**src/rtl/mie_pkg.sv**
```systemverilog
// package for the instruction execution subset core
// assumes a 14-bit program word and an 8-bit file register space of 128 entries
package mie_pkg;
  localparam int unsigned MIE_IWORD_W = 14;
  localparam int unsigned MIE_PC_W = 13;
  localparam int unsigned MIE_ADDR_W = 7;
  localparam int unsigned MIE_STACK_D = 8;
  // opcode fields, bits 11:8 of byte/file oriented words and of the or-literal word
  localparam logic [3:0] MIE_OP_MISC = 4'h0;
  localparam logic [3:0] MIE_OP_DECREMENT_FILE = 4'h3;
  localparam logic [3:0] MIE_OP_IORF = 4'h4;
  localparam logic [3:0] MIE_OP_MOVE_FILE = 4'h8;
  localparam logic [3:0] MIE_OP_INCREMENT_FILE = 4'ha;
  localparam logic [3:0] MIE_OP_INCSZ = 4'hf;
  localparam logic [3:0] MIE_OP_IORL = 4'h8;
  // literal group, bits 11:10
  localparam logic [1:0] MIE_LIT_MOVL = 2'h0;
  localparam logic [1:0] MIE_LIT_RETL = 2'h1;
  // prefixes, bits 13:12
  localparam logic [1:0] MIE_PFX_BYTE = 2'h0;
  localparam logic [1:0] MIE_PFX_JUMP = 2'h2;
  localparam logic [1:0] MIE_PFX_LIT = 2'h3;
  // full words of the misc group
  localparam logic [13:0] MIE_W_RETURN = 14'h0008;
  localparam logic [13:0] MIE_W_RETURN_FROM_IRQ = 14'h0009;
  localparam logic [13:0] MIE_W_OPTION = 14'h0062;
  // field positions
  localparam int unsigned MIE_DEST_BIT = 7;
  localparam int unsigned MIE_GIE_BIT = 7;
  localparam int unsigned MIE_PAGE_LO = 3;
  // reset values
  localparam logic [12:0] MIE_PC_RST = 13'h0000;
  localparam logic [7:0] MIE_ACC_RST = 8'h00;
  localparam logic [7:0] MIE_OPT_RST = 8'hff;
  localparam logic [7:0] MIE_ICR_RST = 8'h00;
  // fixed file addresses of the option and interrupt control registers
  localparam logic [6:0] MIE_OPT_ADDR = 7'h01;
  localparam logic [6:0] MIE_ICR_ADDR = 7'h0b;
  typedef enum logic [1:0] {
    MIE_ST_EXEC = 2'b00,
    MIE_ST_FLUSH = 2'b01
  } mie_state_t;
endpackage

```
**src/rtl/mie_core.sv**
```systemverilog
// execution core for a subset of an 8-bit microcontroller instruction set
// assumes program memory and file space answer combinationally in the same cycle
// What this block does
// - a destination bit of 0 sends the result to the accumulator, 1 back to the file register.
// - decrement-file subtracts one, routes by destination bit and updates only zero.
// - jump_absolute loads pc 10:0 from the literal and pc 12:11 from page latch 4:3 in two cycles.
// - increment-file adds one, routes by destination bit and updates zero.
// - increment_skip_zero changes no status and flushes the next word when the result is zero.
// - or_literal_acc ors the accumulator with the literal into the accumulator and updates zero.
// - or_acc_file ors the accumulator with the file register, routes by destination, updates zero.
// - store_acc_file copies the accumulator to the file register with no status change.
// - move_file copies the file register to the destination and updates zero.
// - the option-load word copies the accumulator into the option register, no status change.
// - return_with_literal loads the literal and pops stack_top into pc in two cycles.
// - return_from_irq pops stack_top into pc and sets global_irq_enable in two cycles.
`timescale 1ns/1ps
module mie_core
  import mie_pkg::*;
(
  input wire logic sys_clk, // core clock
  input wire logic rst_n, // synchronous reset, active low
  output logic [mie_pkg::MIE_PC_W-1:0] prog_addr, // program counter
  input wire logic [mie_pkg::MIE_IWORD_W-1:0] prog_word, // word at prog_addr
  output logic [mie_pkg::MIE_ADDR_W-1:0] file_addr, // file address of current word
  input wire logic [7:0] file_rdata, // file contents at file_addr
  output logic [mie_pkg::MIE_ADDR_W-1:0] file_waddr, // registered write address
  output logic [7:0] file_wdata, // registered write data
  output logic file_we, // one-cycle write pulse
  input wire logic [7:0] pc_high_page_latch, // page latch contents
  input wire logic [7:0] status_in, // status register contents
  input wire logic [mie_pkg::MIE_PC_W-1:0] stack_top, // top of the return stack
  output logic stack_pop, // one-cycle pop pulse
  output logic [7:0] acc, // accumulator
  output logic zero_flag, // zero flag
  output logic zero_we, // pulse: zero flag updated
  output logic [7:0] option_reg, // option configuration
  output logic global_irq_enable // interrupt control bit 7
);
  ////////////////////////////////////////////////////////////////////////////
  typedef struct packed {
    mie_state_t st;
    logic [12:0] pc;
    logic [7:0] acc;
    logic z;
    logic zwe;
    logic [7:0] opt;
    logic [7:0] icr;
    logic [6:0] waddr;
    logic [7:0] wdata;
    logic we;
    logic pop;
    logic [6:0] faddr;
  } mie_regs_t;

  mie_regs_t q, d;
  logic [13:0] iw;
  logic [7:0] res;
  logic [7:0] opnd; // operand after write forwarding
  logic to_file;

  // file write that also lands in the locally held registers
  function automatic logic [7:0] mie_sel(input logic [6:0] a, input logic [6:0] t,
                                        input logic [7:0] v, input logic [7:0] old);
    mie_sel = (a == t) ? v : old;
  endfunction

  assign iw = prog_word;
  assign to_file = iw[MIE_DEST_BIT];

  // a write issued last cycle lands in the file space only at this edge, so
  // forward it; otherwise back-to-back access to one register reads stale data
  assign opnd = (q.we && q.waddr == iw[6:0]) ? q.wdata : file_rdata;

  ////////////////////////////////////////////////////////////////////////////
  // decode and execute; the fetched word is discarded in flush state
  always_comb begin
    d = q;
    d.we = 1'b0;
    d.pop = 1'b0;
    d.zwe = 1'b0;
    res = 8'h00;
    d.pc = q.pc + 13'h0001;
    d.st = MIE_ST_EXEC;
    d.faddr = iw[6:0];
    if (q.st == MIE_ST_FLUSH) begin
      // the new address was loaded by the first cycle; hold it so it is fetched next
      d.pc = q.pc;
      d.st = MIE_ST_EXEC; // second cycle acts as a no-op
    end else if (iw[13:12] == MIE_PFX_JUMP && iw[11]) begin
      d.pc = {pc_high_page_latch[MIE_PAGE_LO+1:MIE_PAGE_LO], iw[10:0]};
      d.st = MIE_ST_FLUSH;
    end else if (iw[13:12] == MIE_PFX_LIT) begin
      if (iw[11:8] == MIE_OP_IORL) begin
        res = q.acc | iw[7:0];
        d.acc = res;
        d.z = (res == 8'h00);
        d.zwe = 1'b1;
      end else if (iw[11:10] == MIE_LIT_MOVL) begin
        d.acc = iw[7:0];
      end else if (iw[11:10] == MIE_LIT_RETL) begin
        d.acc = iw[7:0];
        d.pc = stack_top;
        d.pop = 1'b1;
        d.st = MIE_ST_FLUSH;
      end
    end else if (iw == MIE_W_RETURN) begin
      d.pc = stack_top;
      d.pop = 1'b1;
      d.st = MIE_ST_FLUSH;
    end else if (iw == MIE_W_RETURN_FROM_IRQ) begin
      d.pc = stack_top;
      d.pop = 1'b1;
      d.icr[MIE_GIE_BIT] = 1'b1;
      d.st = MIE_ST_FLUSH;
    end else if (iw == MIE_W_OPTION) begin
      d.opt = q.acc;
    end else if (iw[13:12] == MIE_PFX_BYTE) begin
      case (iw[11:8])
        MIE_OP_MISC: begin
          if (to_file) begin
            d.we = 1'b1;
            d.waddr = iw[6:0];
            d.wdata = q.acc;
            d.opt = mie_sel(iw[6:0], MIE_OPT_ADDR, q.acc, q.opt);
            d.icr = mie_sel(iw[6:0], MIE_ICR_ADDR, q.acc, q.icr);
          end
        end
        MIE_OP_DECREMENT_FILE, MIE_OP_INCREMENT_FILE, MIE_OP_IORF, MIE_OP_MOVE_FILE, MIE_OP_INCSZ: begin
          case (iw[11:8])
            MIE_OP_DECREMENT_FILE: res = opnd - 8'h01;
            MIE_OP_INCREMENT_FILE: res = opnd + 8'h01;
            MIE_OP_IORF: res = q.acc | opnd;
            MIE_OP_MOVE_FILE: res = opnd;
            default: res = opnd + 8'h01;
          endcase
          if (iw[11:8] != MIE_OP_INCSZ) begin
            d.z = (res == 8'h00);
            d.zwe = 1'b1;
          end else if (res == 8'h00) begin
            d.st = MIE_ST_FLUSH;
            d.pc = q.pc + 13'h0002; // step over the discarded word
          end
          if (to_file) begin
            d.we = 1'b1;
            d.waddr = iw[6:0];
            d.wdata = res;
            d.opt = mie_sel(iw[6:0], MIE_OPT_ADDR, res, q.opt);
            d.icr = mie_sel(iw[6:0], MIE_ICR_ADDR, res, q.icr);
          end else begin
            d.acc = res;
          end
        end
        default: d.st = MIE_ST_EXEC; // outside the subset: treated as one-cycle no-op
      endcase
    end
    if (!rst_n) begin
      d = '0;
      d.st = MIE_ST_EXEC;
      d.pc = MIE_PC_RST;
      d.acc = MIE_ACC_RST;
      d.opt = MIE_OPT_RST;
      d.icr = MIE_ICR_RST;
    end
  end

  // single state register; zero flag seeded from status on reset is not needed
  always_ff @(posedge sys_clk) begin
    q <= d;
  end

  ////////////////////////////////////////////////////////////////////////////
  // outputs straight from flip-flops, except file_addr: it follows the fetched
  // word so the file space can answer within the same cycle
  assign prog_addr = q.pc;
  assign file_addr = iw[6:0];
  assign file_waddr = q.waddr;
  assign file_wdata = q.wdata;
  assign file_we = q.we;
  assign stack_pop = q.pop;
  assign acc = q.acc;
  assign zero_flag = q.z;
  assign zero_we = q.zwe;
  assign option_reg = q.opt;
  assign global_irq_enable = q.icr[MIE_GIE_BIT];

  logic status_unused;
  assign status_unused = ^status_in;

  ////////////////////////////////////////////////////////////////////////////
  // checks
  a_jump_absolute_target: assert property (@(posedge sys_clk) disable iff (!rst_n)
    (q.st == MIE_ST_EXEC && prog_word[13:11] == 3'b101) |=>
    (prog_addr == {$past(pc_high_page_latch[4:3]), $past(prog_word[10:0])}) && q.st == MIE_ST_FLUSH)
    else $error("jump target wrong");
  a_flush_noop: assert property (@(posedge sys_clk) disable iff (!rst_n)
    q.st == MIE_ST_FLUSH |=> !file_we && !zero_we && !stack_pop)
    else $error("flush cycle had an effect");
  a_decrement_file_zero: assert property (@(posedge sys_clk) disable iff (!rst_n)
    (q.st == MIE_ST_EXEC && prog_word[13:8] == 6'h03) |=>
    zero_we && zero_flag == ($past(opnd) == 8'h01))
    else $error("decrement zero wrong");
  a_increment_file_dest: assert property (@(posedge sys_clk) disable iff (!rst_n)
    (q.st == MIE_ST_EXEC && prog_word[13:7] == 7'h15) |=>
    file_we && file_wdata == $past(opnd) + 8'h01)
    else $error("increment write wrong");
  a_skip_zero: assert property (@(posedge sys_clk) disable iff (!rst_n)
    (q.st == MIE_ST_EXEC && prog_word[13:8] == 6'h0f && opnd == 8'hff) |=>
    q.st == MIE_ST_FLUSH && !zero_we)
    else $error("skip not taken");
  a_iorl_acc: assert property (@(posedge sys_clk) disable iff (!rst_n)
    (q.st == MIE_ST_EXEC && prog_word[13:8] == 6'h38) |=>
    acc == ($past(acc) | $past(prog_word[7:0])))
    else $error("or literal wrong");
  a_load_literal_acc_nostat: assert property (@(posedge sys_clk) disable iff (!rst_n)
    (q.st == MIE_ST_EXEC && prog_word[13:10] == 4'hc) |=>
    acc == $past(prog_word[7:0]) && !zero_we)
    else $error("load literal wrong");
  a_return_from_irq_gie: assert property (@(posedge sys_clk) disable iff (!rst_n)
    (q.st == MIE_ST_EXEC && prog_word == 14'h0009) |=>
    global_irq_enable && stack_pop && prog_addr == $past(stack_top) ##1 !stack_pop)
    else $error("irq return wrong");
  a_option_load: assert property (@(posedge sys_clk) disable iff (!rst_n)
    (q.st == MIE_ST_EXEC && prog_word == 14'h0062) |=> option_reg == $past(acc) && !zero_we)
    else $error("option load wrong");
  a_return_with_literal_pop: assert property (@(posedge sys_clk) disable iff (!rst_n)
    (q.st == MIE_ST_EXEC && prog_word[13:10] == 4'hd) |=>
    stack_pop && acc == $past(prog_word[7:0]) && q.st == MIE_ST_FLUSH)
    else $error("literal return wrong");
  a_single_cycle: assert property (@(posedge sys_clk) disable iff (!rst_n)
    (q.st == MIE_ST_EXEC && prog_word[13:12] == 2'b00 && prog_word[11:8] != 4'hf &&
     prog_word[11:8] != 4'h0) |=> prog_addr == $past(prog_addr) + 13'h0001)
    else $error("one-cycle word took longer");
  c_jump_absolute: cover property (@(posedge sys_clk) q.st == MIE_ST_EXEC && prog_word[13:11] == 3'b101);
  c_skip: cover property (@(posedge sys_clk) q.st == MIE_ST_EXEC && prog_word[13:8] == 6'h0f
    ##1 q.st == MIE_ST_FLUSH);
  c_ret: cover property (@(posedge sys_clk) stack_pop);
  c_option: cover property (@(posedge sys_clk) q.st == MIE_ST_EXEC && prog_word == 14'h0062);
  c_forward: cover property (@(posedge sys_clk) q.we && q.waddr == file_addr);

  ////////////////////////////////////////////////////////////////////////////
  // file-operand results; all but the accumulator store look at the forwarded operand, since the raw
  // file port is stale right after a write to the same register
  a_increment_file_zero: assert property (@(posedge sys_clk) disable iff (!rst_n)
    (q.st == MIE_ST_EXEC && prog_word[13:8] == 6'h0a) |=>
    zero_we && zero_flag == ($past(opnd) == 8'hff))
    else $error("increment zero wrong");
  a_or_acc_file_file: assert property (@(posedge sys_clk) disable iff (!rst_n)
    (q.st == MIE_ST_EXEC && prog_word[13:7] == 7'h09) |=>
    file_we && zero_we && file_wdata == ($past(acc) | $past(opnd)))
    else $error("or file wrong");
  a_store_acc_file_copy: assert property (@(posedge sys_clk) disable iff (!rst_n)
    (q.st == MIE_ST_EXEC && prog_word[13:7] == 7'h01) |=>
    file_we && file_wdata == $past(acc) && !zero_we)
    else $error("store accumulator wrong");
  a_move_file_zero: assert property (@(posedge sys_clk) disable iff (!rst_n)
    (q.st == MIE_ST_EXEC && prog_word[13:8] == 6'h08) |=>
    zero_we && zero_flag == ($past(opnd) == 8'h00))
    else $error("move file zero wrong");
  a_dest_acc: assert property (@(posedge sys_clk) disable iff (!rst_n)
    (q.st == MIE_ST_EXEC && prog_word[13:7] == 7'h14) |=>
    !file_we && acc == $past(opnd) + 8'h01)
    else $error("accumulator destination wrong");

  // control flow: the second cycle of every two-cycle word keeps the new pc
  a_return_pop: assert property (@(posedge sys_clk) disable iff (!rst_n)
    (q.st == MIE_ST_EXEC && prog_word == 14'h0008) |=>
    stack_pop && prog_addr == $past(stack_top) && !zero_we)
    else $error("subroutine return wrong");
  a_flush_hold: assert property (@(posedge sys_clk) disable iff (!rst_n)
    q.st == MIE_ST_FLUSH |=> prog_addr == $past(prog_addr))
    else $error("flush cycle moved the pc");
  a_skip_pc: assert property (@(posedge sys_clk) disable iff (!rst_n)
    (q.st == MIE_ST_EXEC && prog_word[13:8] == 6'h0f && opnd == 8'hff) |=>
    prog_addr == $past(prog_addr) + 13'h0002)
    else $error("skip address wrong");
  a_pop_pulse: assert property (@(posedge sys_clk) disable iff (!rst_n)
    stack_pop |=> !stack_pop)
    else $error("pop longer than one cycle");
  a_nop_idle: assert property (@(posedge sys_clk) disable iff (!rst_n)
    (q.st == MIE_ST_EXEC && prog_word == 14'h0000) |=>
    !file_we && !zero_we && !stack_pop && acc == $past(acc))
    else $error("no-op had an effect");

  // reset is synchronous, so one low edge must bring every register home
  a_reset_state: assert property (@(posedge sys_clk)
    !rst_n |=> prog_addr == 13'h0000 && acc == 8'h00 && option_reg == 8'hff &&
    !global_irq_enable && !file_we && !stack_pop)
    else $error("reset state wrong");
endmodule

```
**config.mk**
```make
export PLATFORM = sky130hd
export DESIGN_NAME = mie_core
export DESIGN_NICKNAME = d
export VERILOG_FILES = /design/src/rtl/mie_pkg.sv /design/src/rtl/mie_core.sv
export SDC_FILE = /design/constraint.sdc
export NUM_CORES = 1
export LEC_CHECK = 0
export ABC_AREA = 1
export BUFFER_PORTS_ARGS = -buffer_cell sky130_fd_sc_hd__buf_2
export CAP_MARGIN = 20
export CORE_AREA = 2 2 110 112
export CTS_CLUSTER_DIAMETER = 50
export DETAILED_ROUTE_END_ITERATION = 8
export DIE_AREA = 0 0 112 114
export GPL_ROUTABILITY_DRIVEN = 1
export MAX_ROUTING_LAYER = met4
export PLACE_DENSITY = 0.71
export SLEW_MARGIN = 10
export SYNTH_ARGS = -nofsm -noshare
export SYNTH_HDL_FRONTEND = slang
export SYNTH_SLANG_ARGS = --single-unit
```
**constraint.sdc**
```tcl
create_clock -name sys_clk -period 7.4 [get_ports sys_clk]
set_clock_uncertainty 0.1 [all_clocks]
set_input_delay 1.48 -clock sys_clk [delete_from_list [all_inputs] [get_ports sys_clk]]
set_output_delay 1.48 -clock sys_clk [all_outputs]
set_load 0.01 [all_outputs]
```
==> results.yml <==
clocking:
  cts_max_level: 2
  clock-root-buffer: "clkbuf_16"
  clkSlewWorstSetupHoldPaths_ps: 70
  cts_tree: "done"
  clk_latency_ps: 300
  cts_made_buffers: 5
  cts.path.max_buffers: 2
  ctsHoldBuffers: 0
  cts_resized: 0
  cts.sink_count: 50
  post_cts_buffers: 0
critical_path:
  cp_max_fo: 10
  cp-start-kind: "input port"
  critPathCaptureType: "register"
  crit_type: "input port to register"
  arrival_ps: 5100
  crit_required_ps: 7520
layout:
  areaGrowthSynthToFinish_pct: 7.03
  regArea_um2: 1000
  final_layout_size_suffix_gt1_share_pct: 19.4
  fill_cells: 1248
  diodes: 0
  nNetsFinal: 888
  multi_input_area_um2: 3010
  largest_reg_flops: 13
drt:
  drt-total-wl_um: 15100
  drt_iter0_markers: 555
  ant_nets: 0
  via_count: 5313
  drtPass1Iterations: 5
  drc: 0
  routedWlPerCell_um: 15.5
  via_per_inst: 5.47
floorplanning:
  die_x_um: 112
  ios: 109
  die_h_um: 114
  num_rows: 40
  start_util_pct: 42.4
  core_um2: 11700
  dieArea_um2: 12800
sta:
  final_max_slew_viol_count: 0
  period_needed_ps: 4980
  maxSlewHeadroom_pct: 40.9
  tightest_slew_ps: 883
  fin_setup_tns_ps: 0
  setup_slack_ps: 2420
  min_period_over_period_pct: 67.3
  hold_viol_final: 0
  rsz0062_at_grt: "false"
  setup_viol: 0
  timing.fmax_mhz: 201
grt:
  track_usage_pct: 24.1
  grt_start_max_net_pins: 31
  grt_overflow: 0
  antenna_found_initial: 0
  grt_pass1_vias: 4732
  grt_pass1_wl_um: 24300
synth:
  synthArstFlopShare_pct: 0
  synth.distinct_cells: 53
  synth-seq-cells: 50
  syn-num-nets: 856
  ys.warnings.count: 0
  synth_area_um2: 4970
  syn_area_per_cell_um2: 6.28
  synth_edf_count: 0
  ys_seq_area_share_pct: 20.2
  synth-main-ff-cell: "dfxtp_1"
  postSynthCellCount: 791
placed_design:
  post-dp-hpwl_um: 11600
  gp_congestion: 1.00
  detailedPlace.worstSlack_ps: 2210
  port_buffers: 94
power:
  ir_worst_vdd_mv: 0.0955
  p_per_area_nw_per_um2: 155
  p_leak_nw: 2.52
min_path:
  holdCritPathClass: "register to register"
run:
  maxCapViolCount: 0
status:
  status: "finished clean"
layout by cell type (no fill, tap or decap), types with 3 or more instances in the layout:
cell type | netlist | layout
nand2_1 | 169 | 169
inv_1 | 101 | 101
buf_2 | 4 | 94
a21oi_1 | 63 | 63
nor2_1 | 59 | 59
dfxtp_1 | 50 | 50
o21ai_0 | 47 | 47
nand3_1 | 41 | 41
nor3_1 | 21 | 21
inv_2 | 17 | 17
xor2_1 | 17 | 17
o211ai_1 | 13 | 13
nand4_1 | 11 | 11
a221oi_1 | 11 | 11
ha_1 | 11 | 11
o21ai_1 | 9 | 9
nand2_2 | 8 | 8
o22ai_1 | 7 | 7
a211oi_1 | 6 | 6
nor2_4 | 5 | 5
clkbuf_16 | 0 | 5
nand3_2 | 4 | 4
o21a_1 | 4 | 4
nand3b_1 | 4 | 4
nor3_2 | 3 | 3
a31oi_1 | 3 | 3
clkinv_1 | 3 | 3
power breakdown:
group	switching (mW)	internal (mW)	total, mW
sequential	0.0221	0.287	0.309
clock	0.115	0.162	0.277
combinational	0.156	0.0805	0.236
total	0.293	0.530	0.823
critical path, stage by stage:
cell and delay, ps:
buf_2 230, inv_4 80, nand2_1 60, nand2_1 60, inv_2 40, nand2_1 70, nor2_4 250, nand2_4 140
o21ai_1 270, inv_1 80, ha_1 380, a21oi_1 100, or2_2 290, a31oi_1 130, nor2_1 80, nor2_1 240
nand3_2 170, nor2_8 200, nand3_1 270, o21ai_1 200, o21ai_1 80, a21oi_1 170
cells by family (layout without fill, tap and decap cells):
logic type / after synthesis / count (layout) / share of synthesized area, %
simple gates: 342 / 342 / 33.1
xor+xnor: 19 / 19 / 3.35
compound gates: 175 / 175 / 21.1
buf+inv: 193 / 226 / 19.1
fa+ha+maj: 12 / 12 / 3.17
flops: 50 / 50 / 20.2
synthesized netlist by cell type, types with 3 or more instances:
master    count  area [µm²]
nor3_2        3        30.0
buf_2         4        20.0
o211ai_1     13        97.6
nand2_2       8        50.1
o21ai_1       9        45.0
a221oi_1     11        96.3
nor2_1       59         221
nand4_1      11        68.8
nand2_1     169         634
clkinv_1      3        11.3
nand3b_1      4        30.0
xor2_1       17         149
a31oi_1       3        18.8
o21a_1        4        30.0
nor2_4        5        56.3
nand3_2       4        40.0
a21oi_1      63         315
o22ai_1       7        43.8
ha_1         11         138
o21ai_0      47         235
inv_1       101         379
buf_4        54         405
nand3_1      41         205
dfxtp_1      50        1000
a211oi_1      6        45.0
nor3_1       21         105
inv_2        17        63.8
clkbuf_1     10        37.5
worst paths after layout:
| kind | start | endpoint | slack, ps | depth (start not counted) |
|---|---|---|---|---|
| setup reg to reg | file_waddr[1] | prog_addr[6] | 3470 | 21 |
| setup / recovery | prog_word[0] | prog_addr[6] | 2420 | 22 |
| hold / removal | option_reg[4] | option_reg[4] | 370 | 2 |
| hold reg to reg | option_reg[4] | option_reg[4] | 370 | 2 |
layout make-up:
type | instances | share of cell area [%]
clock inverter | 3 | 0.895
timing repair buffer | 95 | 8.99
clock buffer | 5 | 2.35
sequential | 50 | 18.8
multi-input combinational | 548 | 56.7
inverter | 123 | 8.76
tap | 147 | 3.46
metrics by stage:
step | hold WS, ps | util [%] | cells | power [mW] | cell area, µm²
6_report | 370 | 45.4 | 971 | 0.823 | 5320
5_1_grt | 416 | 45.4 | 971 | 0.863 | 5320
4_1_cts | 374 | 45.3 | 970 | 0.820 | 5310
3_5_place_dp | 357 | 43.8 | 962 | 0.546 | 5130
3_3_place_gp | 350 | 43.8 | 962 | 0.543 | 5130
2_1_floorplan | 335 | - | 791 | 0.495 | 4970
routing by layer:
layer	up-vias	global-route usage, %	share of wire [%]
li1	2628	-	-
met1	2400	34.4	47
met2	258	35.9	42
met3	27	3.67	8.6
met4	0	6.34	1.7
met5	-	-	0
Power figures use the tool's default switching activity.
